===== src/frg_pkg.sv =====
`default_nettype none
package frg_pkg;
    // Control clock and time figures
    localparam int     CLK_HZ       = 50_000_000;   // 50 MHz control clock
    localparam int     TENTH_MS     = 100;          // Coarse time step, 0.1 s
    localparam int     HUNDREDTH_MS = 10;           // Fine time step, 0.01 s
    localparam int     TINY_RAMP_MS = 30;           // Settings at or below this are too short
    localparam int     MIN_RAMP_MS  = 40;           // Ramp used instead of too-short settings
    localparam longint CYC_TENTH_D     = longint'(TENTH_MS) * CLK_HZ / 1000;
    localparam longint CYC_HUNDREDTH_D = longint'(HUNDREDTH_MS) * CLK_HZ / 1000;
    localparam longint CYC_TINY_D      = longint'(TINY_RAMP_MS) * CLK_HZ / 1000;
    localparam longint CYC_MIN_D       = (longint'(MIN_RAMP_MS) * CLK_HZ + 999) / 1000;

    // Register word indices; byte address is four times the index
    localparam int IDX_CTRL    = 0;   // Bit 0 run command
    localparam int IDX_SETF    = 1;   // Set frequency, 0.01 Hz
    localparam int IDX_ACC     = 2;   // accel_time
    localparam int IDX_DEC     = 3;   // decel_time
    localparam int IDX_ACC2    = 4;   // second_accel_time
    localparam int IDX_DEC2    = 5;   // second_decel_time
    localparam int IDX_REF     = 6;   // ramp_reference_freq
    localparam int IDX_TUNIT   = 7;   // time_unit_select
    localparam int IDX_SWF     = 8;   // ramp_switch_freq
    localparam int IDX_START   = 9;   // starting_freq
    localparam int IDX_HOLD    = 10;  // start_hold_time, 0.1 s
    localparam int IDX_BASE    = 11;  // base_freq
    localparam int IDX_SHAPE   = 12;  // ramp_shape_select
    localparam int IDX_MINF    = 13;  // minimum_freq
    localparam int IDX_JOG     = 14;  // jog_ramp_time
    localparam int IDX_RESTART = 15;  // restart_accel_time, always 0.1 s
    localparam int IDX_GAINA   = 16;  // gain_freq_a
    localparam int IDX_GAINB   = 17;  // gain_freq_b
    localparam int IDX_FSEL0   = 18;  // Input terminal function selects 18..24
    localparam int NUM_TERM    = 7;
    localparam int NUM_CFG     = 25;  // Writable words
    localparam int IDX_STATUS  = 25;  // Read-only status

    // Status and control fields
    localparam int CTRL_RUN_BIT    = 0;
    localparam int STAT_STATE_LSB  = 16;
    localparam int STAT_SECOND_BIT = 20;

    // Codes and limits
    localparam logic [15:0] CODE_OFF        = 16'h270F;  // 9999: function off / alias
    localparam logic [15:0] FUNC_SECOND_SET = 16'h0003;
    localparam logic [15:0] START_MAX       = 16'h1770;  // 60.00 Hz
    localparam logic [15:0] HOLD_MAX        = 16'h0064;  // 10.0 s
    localparam logic [15:0] START_FLOOR     = 16'h0001;  // 0.01 Hz
    localparam logic [15:0] SHAPE_S_A       = 16'h0001;

    // Values after reset
    localparam logic [15:0] CFG_RESET [0:NUM_CFG-1] = '{
        16'h0000, 16'h0000, 16'h0032, 16'h0032, 16'h0032, 16'h270F, 16'h1388,
        16'h0000, 16'h270F, 16'h0032, 16'h270F, 16'h1388, 16'h0000, 16'h0000,
        16'h0032, 16'h0000, 16'h1388, 16'h1388, 16'h0000, 16'h0000, 16'h0000,
        16'h0000, 16'h0000, 16'h0000, 16'h0000};

    typedef enum logic [2:0] {
        ST_IDLE = 3'b001,
        ST_HOLD = 3'b010,
        ST_RAMP = 3'b100
    } frg_state_t;
endpackage
`default_nettype wire


===== src/frg_ramp_stepper.sv =====
`timescale 1ns/100ps
`default_nettype none
module frg_ramp_stepper
    import frg_pkg::*;
(
    input  wire logic        clk_in,
    input  wire logic        reset_n_in,
    input  wire logic        clear_in,   // Drop fractional progress
    input  wire logic        active_in,  // Ramp in progress
    input  wire logic [35:0] inc_in,     // Frequency span per ramp
    input  wire logic [63:0] thr_in,     // Cycles per ramp
    output var  logic        step_out    // One 0.01 Hz step due
);
    logic [63:0] acc_reg;  // Fractional progress
    logic [63:0] acc_sum;  // Progress after this cycle

    assign acc_sum = acc_reg + {28'h0000000, inc_in};

    // Error accumulator: span over cycles, exact over a whole ramp
    always_ff @(posedge clk_in or negedge reset_n_in) begin
        if (!reset_n_in) begin
            acc_reg  <= 64'h0;
            step_out <= 1'b0;
        end else if (clear_in || !active_in) begin
            acc_reg  <= clear_in ? 64'h0 : acc_reg;
            step_out <= 1'b0;
        end else if (acc_sum >= thr_in) begin
            acc_reg  <= acc_sum - thr_in;
            step_out <= 1'b1;
        end else begin
            acc_reg  <= acc_sum;
            step_out <= 1'b0;
        end
    end
endmodule
`default_nettype wire


===== src/frg_ramp_top.sv =====
// Chosen here: the register addresses and the APB interface to the registers.
`timescale 1ns/100ps
`default_nettype none
// Notes on behaviour
// - Rise 0 to reference takes accel time
// - Fall reference to 0 takes decel time
// - Time unit change rescales stored ramp times; here stored counts are read unchanged in the new unit
// - Second set on select input or threshold
// - Second decel code uses second accel
// - Select input routed by function code 3
// - Switch frequency off code: first set only
// - Switch frequency zero: second set always
// - Switch once output reaches threshold
// - Threshold above set: stays first set
// - Select input switches immediately
// - S-pattern A time refers to base
// - S-pattern A above base: quadratic time
// - Settings to 0.03 s give 0.04 s
// - Reference write leaves gain frequencies alone
// - Run and command reach start: jump
// - Command below start: no output
// - Starting frequency 0..60 Hz, resets 0.5
// - Start hold 0..10 s, off code
// - Start below minimum: run alone drives
// - Run drop during hold: decelerate now
// - Time unit defaults to 0.1 s
// - Zero starting frequency holds 0.01 Hz
module frg_ramp_top
    import frg_pkg::*;
#(
    parameter longint CYC_TENTH     = CYC_TENTH_D,      // Cycles per 0.1 s
    parameter longint CYC_HUNDREDTH = CYC_HUNDREDTH_D,  // Cycles per 0.01 s
    parameter longint CYC_TINY      = CYC_TINY_D,       // 0.03 s in cycles
    parameter longint CYC_MIN       = CYC_MIN_D         // 0.04 s in cycles
) (
    input  wire logic                ref_clk_in,
    input  wire logic                reset_n_in,
    input  wire logic                psel_in,
    input  wire logic                penable_in,
    input  wire logic                pwrite_in,
    input  wire logic [7:0]          paddr_in,
    input  wire logic [31:0]         pwdata_in,
    output var  logic [31:0]         prdata_out,
    output var  logic                pready_out,
    output var  logic                pslverr_out,
    input  wire logic [NUM_TERM-1:0] terminal_in,          // Input terminals
    output var  logic [15:0]         out_freq_out,         // Output frequency, 0.01 Hz
    output var  logic                running_out,          // Output active
    output var  logic                hold_active_out,      // Start hold in progress
    output var  logic                second_set_out        // Second ramp set in use
);
    // Register file and datapath state
    logic [15:0]      cfg_reg [0:NUM_CFG-1];  // Software settings
    logic [15:0]      out_freq_reg;           // Ramped output
    frg_state_t       state_reg;              // Start sequencer
    logic [31:0]      hold_cnt_reg;           // Hold cycles left

    // Decode helpers
    logic [5:0]       widx;                   // Word index from address
    logic             addr_ok;                // Mapped, aligned address
    logic             wr_fire;                // Write taken this edge
    logic [15:0]      wval;                   // Write value after clamping

    // Command conditioning
    logic             run_cmd;
    logic [15:0]      cmd_freq;               // Set frequency floored at minimum
    logic [15:0]      eff_start;              // Starting frequency actually used
    logic             start_ok;               // Run with command at/above start
    logic [15:0]      target;                 // Where the ramp heads

    // Ramp set selection
    logic             select_seen;
    logic             use_second;
    logic [15:0]      accel_sel;
    logic [15:0]      decel_sel;

    // Ramp rate
    logic             ramp_up;
    logic             ramp_dn;
    logic [15:0]      t_sel;                  // Ramp time setting in force
    logic [47:0]      cyc_unit;               // Cycles per time step
    logic [63:0]      t_raw;                  // Setting in cycles
    logic [63:0]      t_cyc;                  // After minimum ramp floor
    logic [35:0]      step_inc;
    logic [63:0]      step_thr;
    logic             step;

    assign widx    = paddr_in[7:2];
    assign addr_ok = (paddr_in[1:0] == 2'b00) && (widx <= 6'(IDX_STATUS));
    assign wr_fire = psel_in && penable_in && pready_out && pwrite_in && !pslverr_out;

    // Range limits applied on write
    always_comb begin
        wval = pwdata_in[15:0];
        if (widx == 6'(IDX_START) && wval > START_MAX) begin
            wval = START_MAX;
        end else if (widx == 6'(IDX_HOLD) && wval != CODE_OFF && wval > HOLD_MAX) begin
            wval = HOLD_MAX;
        end
    end

    // Settings storage; each word only changes on its own write
    always_ff @(posedge ref_clk_in or negedge reset_n_in) begin
        if (!reset_n_in) begin
            for (int i = 0; i < NUM_CFG; i++) begin
                cfg_reg[i] <= CFG_RESET[i];
            end
        end else if (wr_fire && widx < 6'(NUM_CFG)) begin
            // Reference write touches no gain word
            cfg_reg[widx[4:0]] <= wval;
        end
    end

    // Zero-wait APB: answer in the access cycle after every setup
    always_ff @(posedge ref_clk_in or negedge reset_n_in) begin
        if (!reset_n_in) begin
            pready_out  <= 1'b0;
            pslverr_out <= 1'b0;
            prdata_out  <= 32'h0;
        end else if (psel_in && !penable_in) begin
            pready_out  <= 1'b1;
            // Status is read-only; writing it is refused
            pslverr_out <= !addr_ok || (pwrite_in && widx == 6'(IDX_STATUS));
            if (!addr_ok || pwrite_in) begin
                prdata_out <= 32'h0;
            end else if (widx == 6'(IDX_STATUS)) begin
                prdata_out <= {11'h000, use_second, 1'b0, state_reg, out_freq_reg};
            end else begin
                prdata_out <= {16'h0000, cfg_reg[widx[4:0]]};
            end
        end else begin
            pready_out  <= 1'b0;
            pslverr_out <= 1'b0;
        end
    end

    // Command conditioning
    always_comb begin
        run_cmd   = cfg_reg[IDX_CTRL][CTRL_RUN_BIT];
        // Start below minimum lets the run command alone drive
        cmd_freq  = (cfg_reg[IDX_SETF] < cfg_reg[IDX_MINF]) ?
                    cfg_reg[IDX_MINF] : cfg_reg[IDX_SETF];
        eff_start = (cfg_reg[IDX_START] == 16'h0000) ?
                    START_FLOOR : cfg_reg[IDX_START];
        start_ok  = run_cmd && (cmd_freq >= eff_start);
        target    = start_ok ? cmd_freq : 16'h0000;
    end

    frg_set_select u_set_select (
        .terminal_in    (terminal_in),
        .func_sel_in    ({cfg_reg[IDX_FSEL0+6], cfg_reg[IDX_FSEL0+5], cfg_reg[IDX_FSEL0+4],
                          cfg_reg[IDX_FSEL0+3], cfg_reg[IDX_FSEL0+2], cfg_reg[IDX_FSEL0+1],
                          cfg_reg[IDX_FSEL0]}),
        .switch_freq_in (cfg_reg[IDX_SWF]),
        .out_freq_in    (out_freq_reg),
        .acc1_in        (cfg_reg[IDX_ACC]),
        .dec1_in        (cfg_reg[IDX_DEC]),
        .acc2_in        (cfg_reg[IDX_ACC2]),
        .dec2_in        (cfg_reg[IDX_DEC2]),
        .select_in_out  (select_seen),
        .use_second_out (use_second),
        .accel_out      (accel_sel),
        .decel_out      (decel_sel)
    );

    // Ramp rate: span per ramp over cycles per ramp
    always_comb begin
        ramp_up  = (state_reg == ST_RAMP) && (out_freq_reg < target);
        ramp_dn  = (state_reg == ST_RAMP) && (out_freq_reg > target);
        t_sel    = ramp_up ? accel_sel : decel_sel;
        // Stored counts are read in the current unit; restart time is not rescaled
        cyc_unit = cfg_reg[IDX_TUNIT][0] ? 48'(CYC_HUNDREDTH) : 48'(CYC_TENTH);
        t_raw    = 64'(t_sel) * 64'(cyc_unit);
        // Very short settings are floored; the reference must then stay low
        t_cyc    = (t_raw <= 64'(CYC_TINY)) ? 64'(CYC_MIN) : t_raw;
        if (cfg_reg[IDX_SHAPE] == SHAPE_S_A && out_freq_reg >= cfg_reg[IDX_BASE]) begin
            // Above base: df/dt = 9 fb^2 / (8 T f), giving 4/9 T (f/fb)^2 + 5/9 T
            step_inc = 36'h9 * 36'(cfg_reg[IDX_BASE]) * 36'(cfg_reg[IDX_BASE]);
            step_thr = 64'h8 * t_cyc * 64'(out_freq_reg);
        end else if (cfg_reg[IDX_SHAPE] == SHAPE_S_A) begin
            step_inc = 36'(cfg_reg[IDX_BASE]);
            step_thr = t_cyc;
        end else begin
            step_inc = 36'(cfg_reg[IDX_REF]);
            step_thr = t_cyc;
        end
    end

    frg_ramp_stepper u_stepper (
        .clk_in     (ref_clk_in),
        .reset_n_in (reset_n_in),
        .clear_in   (!(ramp_up || ramp_dn)),
        .active_in  (ramp_up || ramp_dn),
        .inc_in     (step_inc),
        .thr_in     (step_thr),
        .step_out   (step)
    );

    // Start sequencer and output frequency
    always_ff @(posedge ref_clk_in or negedge reset_n_in) begin
        if (!reset_n_in) begin
            state_reg    <= ST_IDLE;
            out_freq_reg <= 16'h0000;
            hold_cnt_reg <= 32'h0;
        end else begin
            unique case (state_reg)
                ST_IDLE: begin
                    if (start_ok) begin
                        out_freq_reg <= eff_start;
                        hold_cnt_reg <= 32'(64'(cfg_reg[IDX_HOLD]) * 64'(CYC_TENTH));
                        state_reg    <= (cfg_reg[IDX_HOLD] == CODE_OFF) ?
                                        ST_RAMP : ST_HOLD;
                    end else begin
                        out_freq_reg <= 16'h0000;
                    end
                end
                ST_HOLD: begin
                    if (!run_cmd) begin
                        state_reg <= ST_RAMP;
                    end else if (hold_cnt_reg == 32'h0) begin
                        state_reg <= ST_RAMP;
                    end else begin
                        hold_cnt_reg <= hold_cnt_reg - 32'h1;
                    end
                end
                ST_RAMP: begin
                    // Step already in flight is dropped once the target is met
                    if (step && ramp_up) begin
                        out_freq_reg <= out_freq_reg + 16'h0001;
                    end else if (step && ramp_dn) begin
                        out_freq_reg <= out_freq_reg - 16'h0001;
                    end else if (out_freq_reg == 16'h0000 && !start_ok) begin
                        state_reg <= ST_IDLE;
                    end
                end
                default: begin
                    state_reg <= ST_IDLE;
                end
            endcase
        end
    end

    // Registered pin copies
    always_ff @(posedge ref_clk_in or negedge reset_n_in) begin
        if (!reset_n_in) begin
            out_freq_out    <= 16'h0000;
            running_out     <= 1'b0;
            hold_active_out <= 1'b0;
            second_set_out  <= 1'b0;
        end else begin
            out_freq_out    <= out_freq_reg;
            running_out     <= (state_reg != ST_IDLE);
            hold_active_out <= (state_reg == ST_HOLD);
            second_set_out  <= use_second;
        end
    end

    // Checks
    property p_no_start;
        @(posedge ref_clk_in) disable iff (!reset_n_in)
        (state_reg == ST_IDLE && !start_ok) |=> (out_freq_reg == 16'h0000);
    endproperty
    a_no_start: assert property (p_no_start) else $error("output without start");

    property p_start_jump;
        @(posedge ref_clk_in) disable iff (!reset_n_in)
        (state_reg == ST_IDLE && start_ok) |=> (out_freq_reg == $past(eff_start))
            ##1 (out_freq_out == $past(eff_start, 2));
    endproperty
    a_start_jump: assert property (p_start_jump) else $error("start not at start freq");

    property p_zero_start;
        @(posedge ref_clk_in) disable iff (!reset_n_in)
        (state_reg == ST_IDLE && start_ok && cfg_reg[IDX_START] == 16'h0000)
            |=> (out_freq_reg == 16'h0001);
    endproperty
    a_zero_start: assert property (p_zero_start) else $error("zero start not 0.01 Hz");

    property p_hold_abort;
        @(posedge ref_clk_in) disable iff (!reset_n_in)
        (state_reg == ST_HOLD && !run_cmd) |=> (state_reg == ST_RAMP) ##1 !hold_active_out;
    endproperty
    a_hold_abort: assert property (p_hold_abort) else $error("hold not ended by stop");

    property p_hold_off;
        @(posedge ref_clk_in) disable iff (!reset_n_in)
        (state_reg == ST_IDLE && start_ok && cfg_reg[IDX_HOLD] == CODE_OFF)
            |=> (state_reg == ST_RAMP);
    endproperty
    a_hold_off: assert property (p_hold_off) else $error("hold taken while off");

    property p_select_wins;
        @(posedge ref_clk_in) disable iff (!reset_n_in)
        select_seen |-> use_second ##1 second_set_out;
    endproperty
    a_select_wins: assert property (p_select_wins) else $error("select input ignored");

    property p_switch_off;
        @(posedge ref_clk_in) disable iff (!reset_n_in)
        (cfg_reg[IDX_SWF] == CODE_OFF && !select_seen) |-> !use_second;
    endproperty
    a_switch_off: assert property (p_switch_off) else $error("auto switch while off");

    property p_dec2_alias;
        @(posedge ref_clk_in) disable iff (!reset_n_in)
        (use_second && cfg_reg[IDX_DEC2] == CODE_OFF) |-> (decel_sel == cfg_reg[IDX_ACC2]);
    endproperty
    a_dec2_alias: assert property (p_dec2_alias) else $error("decel alias missed");

    property p_tiny_floor;
        @(posedge ref_clk_in) disable iff (!reset_n_in)
        (cfg_reg[IDX_SHAPE] != SHAPE_S_A && t_raw <= 64'(CYC_TINY)) |-> (step_thr == 64'(CYC_MIN));
    endproperty
    a_tiny_floor: assert property (p_tiny_floor) else $error("short ramp not floored");

    property p_one_step;
        @(posedge ref_clk_in) disable iff (!reset_n_in)
        (state_reg == ST_RAMP && $past(state_reg) == ST_RAMP)
            |-> (out_freq_reg == $past(out_freq_reg) || out_freq_reg == $past(out_freq_reg) + 16'h0001
                 || out_freq_reg == $past(out_freq_reg) - 16'h0001);
    endproperty
    a_one_step: assert property (p_one_step) else $error("ramp jumped");

    property p_start_clamp;
        @(posedge ref_clk_in) disable iff (!reset_n_in)
        (wr_fire && widx == 6'(IDX_START) && pwdata_in[15:0] > START_MAX)
            |=> (cfg_reg[IDX_START] == START_MAX);
    endproperty
    a_start_clamp: assert property (p_start_clamp) else $error("start freq not clamped");

    // Hold only ends early on a dropped run command
    property p_hold_stays;
        @(posedge ref_clk_in) disable iff (!reset_n_in)
        (state_reg == ST_HOLD && run_cmd && hold_cnt_reg != 32'h0) |=> (state_reg == ST_HOLD);
    endproperty
    a_hold_stays: assert property (p_hold_stays) else $error("hold cut short");

    // Reaching a live threshold always selects the second set
    property p_swf_hit;
        @(posedge ref_clk_in) disable iff (!reset_n_in)
        (cfg_reg[IDX_SWF] != CODE_OFF && out_freq_reg >= cfg_reg[IDX_SWF]) |-> use_second;
    endproperty
    a_swf_hit: assert property (p_swf_hit) else $error("threshold ignored");

    // Start below minimum: the run command alone leaves idle
    property p_min_run;
        @(posedge ref_clk_in) disable iff (!reset_n_in)
        (state_reg == ST_IDLE && run_cmd && cfg_reg[IDX_START] < cfg_reg[IDX_MINF])
            |=> (state_reg != ST_IDLE);
    endproperty
    a_min_run: assert property (p_min_run) else $error("min start missed");
endmodule
`default_nettype wire


===== src/frg_set_select.sv =====
`timescale 1ns/100ps
`default_nettype none
module frg_set_select
    import frg_pkg::*;
(
    input  wire logic [NUM_TERM-1:0]       terminal_in,
    input  wire logic [NUM_TERM-1:0][15:0] func_sel_in,
    input  wire logic [15:0]               switch_freq_in,
    input  wire logic [15:0]               out_freq_in,
    input  wire logic [15:0]               acc1_in,
    input  wire logic [15:0]               dec1_in,
    input  wire logic [15:0]               acc2_in,
    input  wire logic [15:0]               dec2_in,
    output var  logic                      select_in_out,  // second_set_select seen
    output var  logic                      use_second_out,
    output var  logic [15:0]               accel_out,
    output var  logic [15:0]               decel_out
);
    // Terminal routing and set choice
    always_comb begin
        select_in_out = 1'b0;
        for (int i = 0; i < NUM_TERM; i++) begin
            if (func_sel_in[i] == FUNC_SECOND_SET && terminal_in[i]) begin
                select_in_out = 1'b1;
            end
        end
        // Off code never switches on threshold; zero switches from start; above set never reached
        use_second_out = select_in_out
            || (switch_freq_in != CODE_OFF && out_freq_in >= switch_freq_in);
        accel_out = use_second_out ? acc2_in : acc1_in;
        if (!use_second_out) begin
            decel_out = dec1_in;
        end else if (dec2_in == CODE_OFF) begin
            decel_out = acc2_in;
        end else begin
            decel_out = dec2_in;
        end
    end
endmodule
`default_nettype wire


===== config.mk =====
export PLATFORM = sky130hd
export DESIGN_NAME = frg_ramp_top
export DESIGN_NICKNAME = d
export VERILOG_FILES = /design/src/frg_pkg.sv /design/src/frg_ramp_stepper.sv /design/src/frg_ramp_top.sv /design/src/frg_set_select.sv
export SDC_FILE = /design/constraint.sdc
export NUM_CORES = 2
export LEC_CHECK = 0
export ABC_AREA = 1
export BUFFER_PORTS_ARGS = -buffer_cell sky130_fd_sc_hd__buf_4
export CORE_ASPECT_RATIO = 2
export CORE_UTILIZATION = 58
export DETAILED_ROUTE_END_ITERATION = 10
export GPL_TIMING_DRIVEN = 1
export PLACE_DENSITY = 0.72
export SYNTH_ARGS = -nofsm -noshare
export SYNTH_HDL_FRONTEND = slang
export SYNTH_SLANG_ARGS = --single-unit

===== constraint.sdc =====
create_clock -name ref_clk_in -period 20.7 [get_ports ref_clk_in]
set_clock_uncertainty 0.1 [all_clocks]
set_input_delay 2.07 -clock ref_clk_in [delete_from_list [all_inputs] [get_ports ref_clk_in]]
set_output_delay 2.07 -clock ref_clk_in [all_outputs]
set_load 0.01 [all_outputs]

Yosys cells after proc, flatten, opt, wreduce, memory -nomap -nowiden
Cells that the tools add are included.
{"block": "classes", "n_lt_le_gt_ge": 14, "bitwise": 1, "n_shift": 0, "div_mod_pow": 0, "eq_ne": 27, "muxes": 51, "multipliers": 5, "addsub": 5, "n_reduce_logical": 44}
{"operator": "400-bit bitwise mux", "count": 1}
{"operator": "16-bit 2-to-1 mux", "count": 16}
{"operator": "64-bit 2-to-1 mux", "count": 2}
{"operator": "16-bit by 2-bit equality test with 1-bit output, second input constant", "count": 7}
{"operator": "32-bit 2-to-1 mux", "count": 3}
{"operator": "16-bit binary-select mux with 5-bit select", "count": 1}
{"operator": "16-bit demux with 5-bit select", "count": 1}
{"operator": "64-bit by 36-bit adder with 64-bit output", "count": 1}
{"operator": "64-bit by 58-bit greater-or-equal comparator with 1-bit output", "count": 1}
{"operator": "32-bit case mux with 2 select lines", "count": 1}
{"operator": "64-bit by 58-bit subtractor with 64-bit output", "count": 1}
{"operator": "58-bit 2-to-1 mux", "count": 1}
{"operator": "39-bit by 16-bit multiplier with 55-bit output", "count": 1}
{"operator": "16-bit greater-or-equal comparator", "count": 3}
{"operator": "21-bit 2-to-1 mux", "count": 2}
{"operator": "39-bit by 21-bit less-or-equal comparator with 1-bit output, second input constant", "count": 1}
{"operator": "16-bit by 23-bit multiplier with 39-bit output", "count": 1}
{"operator": "39-bit 2-to-1 mux", "count": 1}
{"operator": "20-bit by 16-bit multiplier with 36-bit output", "count": 1}
{"operator": "36-bit 2-to-1 mux", "count": 1}
{"operator": "16-bit by 14-bit equality test with 1-bit output, second input constant", "count": 2}
{"operator": "16-bit logical NOT", "count": 2}
{"operator": "32-bit logical NOT", "count": 1}
{"operator": "16-bit less-than comparator", "count": 2}
{"operator": "other kinds (37)", "count": 93}
{"block": "totals", "out_inout_bits": 53, "ff_bits": 569, "memories": 0, "wordCells": 184, "romBits": 0, "input_bits": 52, "ram_bits": 0, "latchBits": 0}

Depth between registers and ports, before layout
{"block": "depth", "word_depth": 20, "depth_mapped": 110, "depth_no_buf": 106}

By module
A second synthesis with hierarchy kept.
{"block": "unflattened", "hier_cells": 11135, "hier_area_um2": 79835.3}
{"module": "frg_ramp_top", "cells_per_inst": 8205, "seq_area_each_um2": 12386.9, "instances": 1, "area_per_inst_um2": 64921.0}
{"module": "frg_ramp_stepper", "cells_per_inst": 2605, "seq_area_each_um2": 1626.6, "instances": 1, "area_per_inst_um2": 13284.0}
{"module": "frg_set_select", "cells_per_inst": 325, "seq_area_each_um2": 0.0, "instances": 1, "area_per_inst_um2": 1630.3}

Worst setup path before layout
OpenSTA, ideal clock, no wires.
{"block": "synth_timing", "kind": "register to register", "startpoint": "register cfg_reg[177] in the netlist's numbering", "endpoint": "register u_stepper.acc_reg[37]", "required_ns": 20.468, "synth_period_minus_slack_ns": 16.861, "path_buffers": 7, "setup_ns": 0.132, "setup_slack_ns": 3.839, "t_arrival_ns": 16.629, "path_stages_with_launch": 98, "cell_sequence": "dfrtp_1 inv_1 ha_1 a21oi_1 nor2_1 a211oi_1 o21ai_0 a21oi_1 o221ai_1 clkbuf_1 nand2_1 o21ai_0 ha_1 nand2_1 inv_1 nand3_1 nor3_1 nand3_1 (+62 left out) nand2_1 ha_1 a21oi_1 inv_1 a31oi_1 inv_1 a21oi_1 inv_1 nor2_1 nor2_1 a21oi_1 nand3_1 nand2_1 nand3_2 buf_6 clkbuf_2 o21ai_1 nor2_1"}
{"block": "synth_between", "elab_chain_len": 16, "elab_cells_between_ends": 20, "classes_between": "add/sub (1); mul (2); order compare (6); mux (7); reduce/logical (4)"}
{"element": "start: declaration", "line": "frg_ramp_top.sv:53", "source": "logic [15:0] cfg_reg [0:NUM_CFG-1];"}
{"element": "start signal: indexed assignment", "line": "frg_ramp_top.sv:106", "source": "cfg_reg[i] <= CFG_RESET[i];"}
{"element": "start signal: indexed assignment", "line": "frg_ramp_top.sv:110", "source": "cfg_reg[widx[4:0]] <= wval;"}
{"element": "16-bit less-than comparator", "line": "frg_ramp_top.sv:141", "source": "cmd_freq = (cfg_reg[IDX_SETF] < cfg_reg[IDX_MINF]) ?"}
{"element": "16-bit 2-to-1 mux *", "line": "frg_ramp_top.sv:141"}
{"element": "16-bit greater-or-equal comparator", "line": "frg_ramp_top.sv:145", "source": "start_ok = run_cmd && (cmd_freq >= eff_start);"}
{"element": "1-bit logical AND", "line": "frg_ramp_top.sv:145"}
{"element": "16-bit 2-to-1 mux *", "line": "frg_ramp_top.sv:146", "source": "target = start_ok ? cmd_freq : 16'h0000;"}
{"element": "16-bit less-than comparator", "line": "frg_ramp_top.sv:168", "source": "ramp_up = (state_reg == ST_RAMP) && (out_freq_reg < target);"}
{"element": "1-bit logical AND", "line": "frg_ramp_top.sv:168"}
{"element": "16-bit 2-to-1 mux", "line": "frg_ramp_top.sv:170", "source": "t_sel = ramp_up ? accel_sel : decel_sel;"}
{"element": "16-bit by 23-bit multiplier with 39-bit output", "line": "frg_ramp_top.sv:173", "source": "t_raw = 64'(t_sel) * 64'(cyc_unit);"}
{"element": "39-bit by 21-bit less-or-equal comparator with 1-bit output", "line": "frg_ramp_top.sv:175", "source": "t_cyc = (t_raw <= 64'(CYC_TINY)) ? 64'(CYC_MIN) : t_raw;"}
{"element": "39-bit 2-to-1 mux", "line": "frg_ramp_top.sv:175"}
{"element": "39-bit by 16-bit multiplier with 55-bit output", "line": "frg_ramp_top.sv:179", "source": "step_thr = 64'h8 * t_cyc * 64'(out_freq_reg);"}
{"element": "58-bit 2-to-1 mux", "line": "frg_ramp_top.sv:176", "source": "if (cfg_reg[IDX_SHAPE] == SHAPE_S_A && out_freq_reg >= cfg_reg[IDX_BASE]) begin"}
{"element": "64-bit by 58-bit subtractor with 64-bit output or 64-bit by 58-bit greater-or-equal comparator with 1-bit output (tied branches)", "line": "frg_ramp_stepper.sv:28, frg_ramp_stepper.sv:27"}
{"element": "64-bit 2-to-1 mux", "line": "frg_ramp_stepper.sv:27", "source": "end else if (acc_sum >= thr_in) begin"}
{"element": "64-bit 2-to-1 mux *", "line": "frg_ramp_stepper.sv:24", "source": "end else if (clear_in || !active_in) begin"}
{"element": "end signal: assignment", "line": "frg_ramp_stepper.sv:25", "source": "acc_reg <= clear_in ? 64'h0 : acc_reg;"}
{"element": "end signal: assignment", "line": "frg_ramp_stepper.sv:28", "source": "acc_reg <= acc_sum - thr_in;"}
{"element": "end signal: assignment", "line": "frg_ramp_stepper.sv:31", "source": "acc_reg <= acc_sum;"}
{"element": "end: declaration", "line": "frg_ramp_stepper.sv:14", "source": "logic [63:0] acc_reg;"}
Every way passes the cells marked *; elsewhere a longest branch is shown, timed or not.
A chain may end at the register's enable or synchronous reset.

Final worst setup path
{"block": "layout_timing", "startpoint": "register cfg_reg[369] in the netlist's numbering", "endpoint": "register u_stepper.acc_reg[34]"}
The elaborated chain is that of the path after synthesis.

==> impl_results.md <==
- Slew margin rel.: a little under a fifth
- Die ar.: around 130000 um2
- Antenna viol nets, final: 0
- Initial DRC Count: approximately 5300
- Ys async rst share: 100%
- Area Overhead vs Synth: 11.1%
- Sink Count: between 500 and 600
- Critical Path End Type: register
- Peak Freq: a little over 50 MHz
- Max clock buf depth: 3
- Die H: around 510 um
- RR Startpoint: cfg_reg[369]
- Mean Syn Cell Area: about 7.7 um2
- R2R Path End: u_stepper.acc_reg[34]
- Critical Path Source Type: register
- Crit path time final: a little under 20 ns
- Library cells used by synthesis: just over 70
- # rows: ~190
- Post-Syn Instances: 9634
- Hold Fails Final Rpt: 0
- Clk_lat worst skew: approximately 0.72 ns
- DR vias: between 60000 and 70000
- Nets: about 12000
- IO Count: between 100 and 150
- Gpl congestion: 1.08
- Core ar.: approximately 130000 um2
- Drt first pass iters: 9
- CP Class: register to register
- Finished Cell Area: approximately 80000 um2
- Root Buffer Master: clkbuf_16
- Largest net degree at the start of global routing: 83
- Final WL: about 280000 um
- Port Buf Inserts: 76
- Post-synth top area share: between 20 and 25%
- Worst Hold Launch: cfg_reg[114]
- Actual slew at the worst max-slew pin: roughly 1.2 ns
- Hold Crit Endpoint: cfg_reg[114]
- DR vias/cell: 5.89
- Synth area leader: fa_1
- Hold Crit Depth: 2
- CP max FO: 44
- Starting Density: between 50 and 60%
- Post-synth EDFFs: 0
- Final Slew Violations: 0
- Critical path arrival: 20.29 ns
- HPWL Detailed: around 220000 um
- Ranking of synthesized cells by area: fa_1, dfrtp_1, ha_1, nand2_1, inv_1
- Clk slew on worst S/H paths: 0.07 ns
- R2R cell count: slightly below 100
- Number of global-route vias before repair: 72518
- Worst path slowest cell: fa_1
- First-pass GRT wire length: between 400000 and 500000 um
- TritonCTS clock tree: done
- Netlist Area Pre-Place: ~74000 um2
- R2r setup slk: 0.83 ns
- Outcome: finished clean
- Max-cap violations: 0
- Max reg flops: 400
- Placed inst area: around 80000 um2
- Initial antenna violation count: 15
- Max H-tree Level: 2
- Total global-route track usage: between 40 and 50%
- Worst hold path class: register to register
- Warnings from Yosys: 0
- Share of cells above drive strength 1: 10.3%
- Cell repeated most along the worst path: nand2_1
- CTS Buf Count: 55
- Synth Flop Type: dfrtp_1
- Period utilization: a little over nine tenths
- # setup viols final: 0
- Die width: between 200 and 300 um
- DR WL/cell: 23.4 um
- Flops & latches, synth: between 500 and 600
- Register area share after synthesis: 18.9%
- Slowest stage delay, CP: between 0.6 and 0.7 ns
- Req. time, crit path: between 20 and 25 ns
- Post-route DRC: 0
- Overflow left after global routing: 0
## repair_timing
item,in CTS,in global routing
gates resized for setup,0,28
setup buffers,0,2
setup endpoints to repair,0,60
hold buffers,0,0
## synthesized netlist by cell type (8+ instances only)
cell / count
nand2_4: 8
inv_1: 1711
nand3_1: 266
buf_4: 13
o22ai_1: 128
dfrtp_1: 497
o31ai_1: 10
nand3b_1: 17
buf_1: 14
a22oi_1: 20
nand4_1: 73
or2_2: 33
buf_2: 8
a21oi_1: 386
o21ai_0: 780
xor2_1: 108
xnor2_1: 101
a221oi_1: 18
inv_2: 21
fa_1: 890
nor4_1: 34
a21o_1: 34
ha_1: 694
nand2_1: 2061
nor3_1: 69
o21a_1: 34
o21ai_1: 18
clkbuf_1: 345
nor2_1: 849
nor2_2: 16
dfstp_2: 60
buf_6: 13
o21bai_1: 14
nand2_2: 18
o211ai_1: 59
a21boi_0: 13
o221ai_1: 38
a31oi_1: 80
## layout make-up
class                   count  area [um2]
diodes                      7        17.5
clock buffers              70        1510
repair buffers            726        5570
multi-input cells        6965       52200
clock inverters            33         425
inverters                1739        6530
well taps                1683        2110
fillers                 11334       44700
flip-flops and latches    557       14000
## per-stage QoR
step                      setup slack, ns  std cells  hold WS (ns)  util, %  setup TNS (ns)
final                               0.832      11780         0.388     64.9               0
after global routing             -0.00285      11774         0.405     64.8        -0.00285
after CTS                           0.441      11770         0.389     64.8               0
after detailed placement            0.634      11667         0.373     63.2               0
after global placement              0.708      11666         0.366     63.2               0
after floorplan                      3.84       9657         0.323        -               0
## worst max path at each step
stage	startpoint	end	slack, ns	cells past startpoint
2_1_floorplan	cfg_reg[177]	u_stepper.acc_reg[37]	3.84	97
3_3_place_gp	cfg_reg[177]	u_stepper.acc_reg[34]	0.71	98
3_5_place_dp	cfg_reg[177]	u_stepper.acc_reg[6]	0.63	104
4_1_cts	cfg_reg[177]	u_stepper.acc_reg[34]	0.44	104
5_1_grt	cfg_reg[177]	u_stepper.acc_reg[34]	-0.003	99
6_report	cfg_reg[369]	u_stepper.acc_reg[34]	0.83	99
## cells in the final DEF (no fill, tap or decap), drive strengths merged, types with 10 or more instances in the layout
cell       n
inv     1736
o21a      34
a31oi     81
o21ai    801
a21boi    15
or2       36
o211ai    59
fa       890
nor4      36
o221ai    38
nand3    274
a21o      34
nand4     73
o22ai    128
nor2     865
xnor2    101
o31ai     10
a221oi    18
buf      726
ha       694
a22oi     20
nand3b    17
o21bai    14
xor2     109
nand2   2087
dfstp     60
conb      25
clkinv    28
a21oi    389
clkbuf    70
nor3      73
dfrtp    497
## layer usage
layer	GRT usage, %	part of all wire [%]
met5	0	0.020
met4	43.2	12
met3	8.86	7.4
met2	73.1	48
met1	43.8	32
## critical path: cells and delay by family (launching register included)
family	cells	cell delay (ns)
buf+inv	23	2.71
flops	1	0.51
fa+ha+maj	18	8.17
simple gates	35	4.15
compound gates	22	3.76
xor+xnor	1	0.20
## cells by family after synthesis
family                     after synthesis  synth area share [%]
and+or+nand+nor                       3471                  19.1
buffers and inverters                 2135                  11.0
AOI/OAI and AO/OA                     1672                  12.8
adders and majority gates             1584                  35.7
DFF                                    557                  18.9
xor gates and xnor gates               210                  2.49
muxes                                    3                0.0405
other                                    2                0.0101
Power is not shown: default switching activity piles up to over one toggle a cycle in this logic, so the estimate is an artifact.
